===== src/isa_attr_pkg.sv =====
package isa_attr_pkg;

   ////////////////////////////////////////////////////////////////////////////
   // Register shape
   localparam int REG_W   = 64;
   localparam int FIELD_W = 4;

   // Field positions (low bit of each four-bit field)
   localparam int KECCAK_LSB    = 32;
   localparam int RND_MAC_LSB   = 28;
   localparam int TXMEM_LSB     = 24;
   localparam int ATOMIC_LSB    = 20;
   localparam int CHECKSUM_LSB  = 16;
   localparam int HASH_TWO_LSB  = 12;
   localparam int HASH_ONE_LSB  = 8;
   localparam int CIPHER_LSB    = 4;
   localparam int RESERVED_LSB  = 0;

   // Field values
   localparam logic [3:0] FIELD_NONE       = 4'h0;
   localparam logic [3:0] KECCAK_ON        = 4'h1;
   localparam logic [3:0] RND_MAC_VALUE    = 4'h1;
   localparam logic [3:0] TXMEM_VALUE      = 4'h0;
   localparam logic [3:0] ATOMIC_VALUE     = 4'h2;
   localparam logic [3:0] CHECKSUM_VALUE   = 4'h1;
   localparam logic [3:0] HASH_TWO_ON      = 4'h2;
   localparam logic [3:0] HASH_ONE_ON      = 4'h1;
   localparam logic [3:0] CIPHER_ON        = 4'h2;
   localparam logic [3:0] RESERVED_VALUE   = 4'h0;

   // System register selector
   localparam logic [1:0] SEL_OP0 = 2'h3;
   localparam logic [2:0] SEL_OP1 = 3'h0;
   localparam logic [3:0] SEL_CRN = 4'h0;
   localparam logic [3:0] SEL_CRM = 4'h6;
   localparam logic [2:0] SEL_OP2 = 3'h0;

   // Trap syndrome class
   localparam logic [5:0] SYSREG_TRAP_CLASS = 6'h18;

   // Privilege levels
   localparam logic [1:0] USER_PRIVILEGE_LEVEL       = 2'h0;
   localparam logic [1:0] KERNEL_PRIVILEGE_LEVEL     = 2'h1;
   localparam logic [1:0] HYPERVISOR_PRIVILEGE_LEVEL = 2'h2;
   localparam logic [1:0] MONITOR_PRIVILEGE_LEVEL    = 2'h3;

   ////////////////////////////////////////////////////////////////////////////
   // Read request from the core
   typedef struct packed {
      logic       valid;
      logic [1:0] op0;
      logic [2:0] op1;
      logic [3:0] crn;
      logic [3:0] crm;
      logic [2:0] op2;
      logic [1:0] current_privilege_level;
      logic       hyp_enabled;
      logic       hypervisor_general_trap_bit;
      logic       hypervisor_id_trap_bit;
   } read_req_t;

   // Answer to the core
   typedef struct packed {
      logic                 hit;
      logic                 data_valid;
      logic [REG_W-1:0]     data;
      logic                 trap;
      logic [1:0]           trap_level;
      logic [5:0]           trap_class;
   } read_rsp_t;

endpackage


===== src/isa_feature_id_register.sv =====
// Behaviour
// [RL1] The keccak field in 35:32 reads 0 without build_parameter_a and 1 with it.
// [RL2] Build_parameter_a counts as present only if the build parameter is set and disable is low at reset.
// [RL3] The rounding-doubling multiply field in 31:28 always reads 1.
// [RL4] The transactional-memory field in 27:24 always reads 0.
// [RL5] The atomic field in 23:20 always reads 2.
// [RL6] The checksum field in 19:16 always reads 1 whatever the build_parameter_a setting.
// [RL7] The hash-two field in 15:12 reads 0 without build_parameter_a and 2 with it.
// [RL8] The hash-one field in 11:8 reads 0 without build_parameter_a and 1 with it.
// [RL9] The cipher field in 7:4 reads 0 without build_parameter_a and 2 with it.
// [RL10] The register is selected by op0 3, op1 0, CRn 0, CRm 6, op2 0.
// [RL11] A user-level read traps with class 0x18 to hypervisor if enabled and general-trap set, else kernel.
// [RL12] A kernel read traps to hypervisor with class 0x18 if enabled and id-trap set, else returns data.
// [RL13] Hypervisor and monitor reads always return the value.
// [RL14] Bits 3:0 always read zero.
// [RL15] Fields stay fixed after reset with no write path.
module isa_feature_id_register #(
   parameter bit BUILD_PARAMETER_A = 1'b1
) (
   // Clock and reset
   input  wire logic                    REF_CLK_IN,
   input  wire logic                    RESET_N_IN,
   // Strap sampled at reset
   input  wire logic                    BUILD_PARAMETER_A_DISABLE_INPUT_IN,
   // Read request and answer
   input  wire isa_attr_pkg::read_req_t READ_REQ_IN,
   output isa_attr_pkg::read_rsp_t      READ_RSP_OUT
);
   import isa_attr_pkg::*;

   ////////////////////////////////////////////////////////////////////////////
   // Reset release through two flops
   logic rst_meta;
   logic rst_n;

   always_ff @(posedge REF_CLK_IN or negedge RESET_N_IN) begin
      if (!RESET_N_IN) begin
         rst_meta <= 1'b0;
         rst_n    <= 1'b0;
      end else begin
         rst_meta <= 1'b1;
         rst_n    <= rst_meta;
      end
   end

   ////////////////////////////////////////////////////////////////////////////
   // Strap synchroniser; the pin is asynchronous to the core clock.
   // No reset: it must keep sampling the pin while reset is held
   logic dis_meta;
   logic dis_sync;

   always_ff @(posedge REF_CLK_IN) begin
      dis_meta <= BUILD_PARAMETER_A_DISABLE_INPUT_IN;
      dis_sync <= dis_meta;
   end

   // Capture the strap while internal reset is held; frozen once released,
   // so a later toggle of the pin cannot change what software sees.
   // No reset here either, else the capture would be cleared for the whole
   // time the strap is meant to be taken
   logic build_parameter_a_on;
   logic next_build_parameter_a_on;

   assign next_build_parameter_a_on = rst_n ? build_parameter_a_on : (BUILD_PARAMETER_A && !dis_sync); // RL2 RL15

   always_ff @(posedge REF_CLK_IN) begin
      build_parameter_a_on <= next_build_parameter_a_on;
   end

   ////////////////////////////////////////////////////////////////////////////
   // Field assembly
   function automatic logic [3:0] pick(input logic on, input logic [3:0] val);
      pick = on ? val : FIELD_NONE;
   endfunction

   logic [REG_W-1:0] reg_value;

   always_comb begin
      reg_value = '0;
      reg_value[KECCAK_LSB   +: FIELD_W] = pick(build_parameter_a_on, KECCAK_ON);   // RL1
      reg_value[RND_MAC_LSB  +: FIELD_W] = RND_MAC_VALUE;                // RL3
      reg_value[TXMEM_LSB    +: FIELD_W] = TXMEM_VALUE;                  // RL4
      reg_value[ATOMIC_LSB   +: FIELD_W] = ATOMIC_VALUE;                 // RL5
      reg_value[CHECKSUM_LSB +: FIELD_W] = CHECKSUM_VALUE;               // RL6
      reg_value[HASH_TWO_LSB +: FIELD_W] = pick(build_parameter_a_on, HASH_TWO_ON); // RL7
      reg_value[HASH_ONE_LSB +: FIELD_W] = pick(build_parameter_a_on, HASH_ONE_ON); // RL8
      reg_value[CIPHER_LSB   +: FIELD_W] = pick(build_parameter_a_on, CIPHER_ON);   // RL9
      reg_value[RESERVED_LSB +: FIELD_W] = RESERVED_VALUE;               // RL14
   end

   ////////////////////////////////////////////////////////////////////////////
   // Decode and privilege check
   wire sel_hit = READ_REQ_IN.valid
                  && READ_REQ_IN.op0 == SEL_OP0 && READ_REQ_IN.op1 == SEL_OP1
                  && READ_REQ_IN.crn == SEL_CRN && READ_REQ_IN.crm == SEL_CRM
                  && READ_REQ_IN.op2 == SEL_OP2; // RL10
   wire lvl_user   = READ_REQ_IN.current_privilege_level == USER_PRIVILEGE_LEVEL;
   wire lvl_kernel = READ_REQ_IN.current_privilege_level == KERNEL_PRIVILEGE_LEVEL;
   wire user_to_hyp = READ_REQ_IN.hyp_enabled
                      && READ_REQ_IN.hypervisor_general_trap_bit; // RL11
   wire kern_trap   = READ_REQ_IN.hyp_enabled
                      && READ_REQ_IN.hypervisor_id_trap_bit; // RL12
   wire do_trap  = sel_hit && (lvl_user || (lvl_kernel && kern_trap)); // RL11 RL12 RL13
   wire do_read  = sel_hit && !do_trap; // RL13
   wire [1:0] trap_to = (lvl_user && !user_to_hyp) ? KERNEL_PRIVILEGE_LEVEL
                                                    : HYPERVISOR_PRIVILEGE_LEVEL;

   // Answer registered one cycle after the request; data only on a clean read
   read_rsp_t rsp;
   read_rsp_t next_rsp;

   always_comb begin
      next_rsp            = '0;
      next_rsp.hit        = sel_hit;
      next_rsp.data_valid = do_read;
      next_rsp.data       = do_read ? reg_value : '0;
      next_rsp.trap       = do_trap;
      next_rsp.trap_level = do_trap ? trap_to : USER_PRIVILEGE_LEVEL;
      next_rsp.trap_class = do_trap ? SYSREG_TRAP_CLASS : 6'h00;
   end

   always_ff @(posedge REF_CLK_IN or negedge rst_n) begin
      if (!rst_n) begin
         rsp <= '0;
      end else begin
         rsp <= next_rsp;
      end
   end

   assign READ_RSP_OUT = rsp;
endmodule


===== config.mk =====
export PLATFORM = sky130hd
export DESIGN_NAME = isa_feature_id_register
export DESIGN_NICKNAME = d
export VERILOG_FILES = /design/src/isa_attr_pkg.sv /design/src/isa_feature_id_register.sv
export SDC_FILE = /design/constraint.sdc
export NUM_CORES = 1
export LEC_CHECK = 0
export BUFFER_PORTS_ARGS = -buffer_cell sky130_fd_sc_hd__buf_2
export CAP_MARGIN = 10
export CORE_ASPECT_RATIO = 0.75
export CORE_MARGIN = 2
export CORE_UTILIZATION = 37
export CTS_CLUSTER_DIAMETER = 150
export DETAILED_ROUTE_END_ITERATION = 8
export PLACE_DENSITY = 0.84
export SLEW_MARGIN = 20
export SYNTH_ARGS = -nofsm -noshare
export SYNTH_HDL_FRONTEND = slang
export SYNTH_SLANG_ARGS = --single-unit

===== constraint.sdc =====
create_clock -name REF_CLK_IN -period 1 [get_ports REF_CLK_IN]
set_input_delay 0.05 -clock REF_CLK_IN [delete_from_list [all_inputs] [get_ports REF_CLK_IN]]
set_output_delay 0.05 -clock REF_CLK_IN [all_outputs]
set_load 0.01 [all_outputs]

==> impl_metrics.csv <==
group,metric,value,unit
clock_network,cts_hold_buf,2,
pwr,switching_power,284.7,uW
synthesis,syn_area,948.4,um2
detailed_routing,drt_wl_total,1.352,mm
outcome,run_status,"finished clean",
finish,area_growth,0.1319,%
timing,tns,0,ps
critical_path,end_kind,"primary output",
clock_network,clk_latency,260,ps
critical_path,slowest_stage,"dfrtp_1",
pwr,intPower,671.2,uW
die,die-area,2988,um2
synthesis,synthMuxAreaShare,0.01055,
synthesis,synth_fa_ha_area_frac,0,
finish,drive_above_1_share,0.3404,
grt,globalRouteTotalUtil,0.07586,
pwr,p_comb_frac,0.208,
synthesis,synth_cell_types,20,
placement,pre_cts_ws,-46.37,ps
die,die_h,47.85,um
grt,grt_antenna_before_repair,0,
clock_network,ctsRootBufferMaster,"clkbuf_4",
pwr,finalPower,955.9,uW
clock_network,cts_tree,"yes",
pwr,ir_worst_vdd,0.7340,mV
detailed_routing,drt_iter0_markers,1,
timing,finalHoldViolations,0,
timing,rsz0062_at_grt,"no",
synthesis,yosysWarnings,0,
clock_network,cts_buffers,3,
synthesis,synth_compound_area_frac,0.01451,
die,pin_count,100,
timing,skew,2.254,ps
timing,setup_ws,125.0,ps
die,core,2365,um2
timing,min_period,875.0,ps
pwr,sw_frac_of_total,0.2979,
synthesis,syn-instance-count,104,
critical_path,critPathMaxStageDelay,410,ps
worst_hold_path,hp-class,"in2reg",
critical_path,cp_data_arrival_time,830,ps
timing,finalCritPeriodShare,0.8750,
grt,grt_max_degree,7,
critical_path,crit_buf_inv,1,
finish,final_util,0.4016,
clock_network,htreeDepth,1,
detailed_routing,dr.pass1.iters,2,
placement,hpwl,1.199,mm
critical_path,worstPathRequired,950,ps
grt,grt_pass1_vias,391,
detailed_routing,via_count,575,
grt,grt_pass1_wl,1.614,mm
pwr,p_leak,0.5810,nW
placement,gp_congestion,0.7386,
die,start_util,0.4011,
grt,grt_overflow,0,
critical_path,crit_path_start_kind,"flop",
placement,io_buffers,38,
clock_network,path_clk_slew,70,ps
die,die_w,62.46,um
synthesis,synth-seq-cells,11,
pwr,p_clk_frac,0.306,
clock_network,post_cts_buffers,0,
timing,finalSetupViolations,0,
clock_network,cts_resized,0,
critical_path,crit_family,"flip-flops",
detailed_routing,wl_per_cell,7.726,um
detailed_routing,postRouteAntennaNets,0,
pwr,power.density,1007,nW/um2
critical_path,critPathKind,"reg2out",
detailed_routing,drc,0,
critical_path,cp_max_fo,4,
synthesis,syn_avg_cell_area,9.119,um2
timing,slew_viol_final,0,
finish,fin_nets,167,
clock_network,cts.sink_count,11,
synthesis,synth_xor_area_frac,0,
detailed_routing,viasPerCell,3.286,
critical_path,path_cells,"buf_2",
synthesis,yosysSeqAreaShare,0.2850,
synthesis,synth_top_family_by_area,"buffers and inverters",
die,rows,15,
timing,clock.fmax,1143,MHz
job,drv_cap,0,
finish,fillers,266,
synthesis,synth-simple-area-share,0.1280,
clock_network,ctsLongestPathBuffers,2,
finish,diodes,0,
pwr,p_seq_frac,0.486,
[area by class of cell]
cell class / instances / area [um2] / share of cell area
Clock buffer: 4 / 26.28 / 0.02767
Inverter: 2 / 7.507 / 0.007905
Multi-Input combinational cell: 82 / 377.9 / 0.3979
Sequential cell: 11 / 270.3 / 0.2846
Tap cell: 34 / 42.54 / 0.04480
Timing Repair Buffer: 42 / 225.2 / 0.2372
[flip-flops by register name (all words and copies together) (netlist names)]
register,flops
READ_RSP_OUT,6
build_parameter_a_on,1
dis_meta,1
dis_sync,1
rst_meta,1
rst_n,1
[path summary, 6_finish.rpt]
path	start	slack [ps]	depth (start not counted)	end
setup / recovery	READ_RSP_OUT[22]	120	1	READ_RSP_OUT[22]
hold / removal	READ_REQ_IN[4]	40	3	READ_RSP_OUT[6]
setup reg to reg	rst_n	290	1	build_parameter_a_on
hold reg to reg	rst_n	160	1	READ_RSP_OUT[74]
max in group asynchronous	rst_n	730	1	READ_RSP_OUT[6]
min in group asynchronous	RESET_N_IN	110	2	rst_meta
[power groups by stage]
stage               Sequential [mW]  Combinational (mW)  Clock, mW
floorplan                     0.476               0.300          0
CTS                           0.465               0.193      0.299
detailed placement            0.474               0.186          0
finish                        0.465               0.198      0.293
global placement              0.473               0.185          0
global route                  0.465               0.222      0.338
[metrics by stage]
step / hold slack [ps] / std cells / instance area [um2]
2_1_floorplan: -245.6 / 164 / 1174
3_3_place_gp: -162.8 / 169 / 903.4
3_5_place_dp: -163.4 / 169 / 903.4
4_1_cts: 38.47 / 175 / 949.7
5_1_grt: 39.36 / 175 / 949.7
6_report: 44.01 / 175 / 949.7
[synthesized netlist by cell type]
library cell  count  share of area
a211o_1           1         0.0092
a21oi_1           1         0.0053
and4bb_2          1          0.013
buf_4            69           0.55
conb_1            2         0.0079
dfrtp_1           8           0.21
dfxtp_1           2          0.042
edfxtp_1          1          0.032
inv_1             2         0.0079
mux2i_1           1          0.011
nand2_1           2         0.0079
nand2b_1          1         0.0066
nand3_1           1         0.0053
nand3_2           1          0.011
nand4_1           1         0.0066
nor2_1            3          0.012
nor3_1            3          0.016
nor3b_1           1         0.0079
nor4_2            2          0.026
nor4b_2           1          0.016
[per-layer routing]
| metal | vias up | part of all wire | global-route usage |
|---|---|---|---|
| li1 | 272 | - | - |
| met1 | 255 | 0.35 | 0.07932 |
| met2 | 46 | 0.54 | 0.1355 |
| met3 | 2 | 0.11 | 0.03529 |
| met4 | 0 | 0.0059 | 0.04000 |
| met5 | - | 0 | 0 |
[logic make-up after synthesis]
family	count (synthesis)
AO/OA/AOI/OAI	2
buffers and inverters	71
flip-flops	11
multiplexers	1
other	2
AND/OR/NAND/NOR	17
[cells in the final DEF (no fill, tap or decap)]
| master | n |
|---|---|
| conb_1 | 62 |
| buf_2 | 38 |
| dfrtp_1 | 8 |
| nor2_1 | 3 |
| nor3_1 | 3 |
| clkbuf_4 | 3 |
| nand2_1 | 2 |
| nor4_2 | 2 |
| inv_1 | 2 |
| dfxtp_1 | 2 |
| dlygate4sd3_1 | 2 |
| buf_4 | 2 |
| nand4_1 | 1 |
| and4bb_2 | 1 |
| nor4b_2 | 1 |
| nand3_2 | 1 |
| a21oi_1 | 1 |
| nand3_1 | 1 |
| nor3b_1 | 1 |
| a211o_1 | 1 |
| nand2b_1 | 1 |
| mux2i_1 | 1 |
| edfxtp_1 | 1 |
| clkbuf_1 | 1 |
Power figures use the tool's default switching activity.
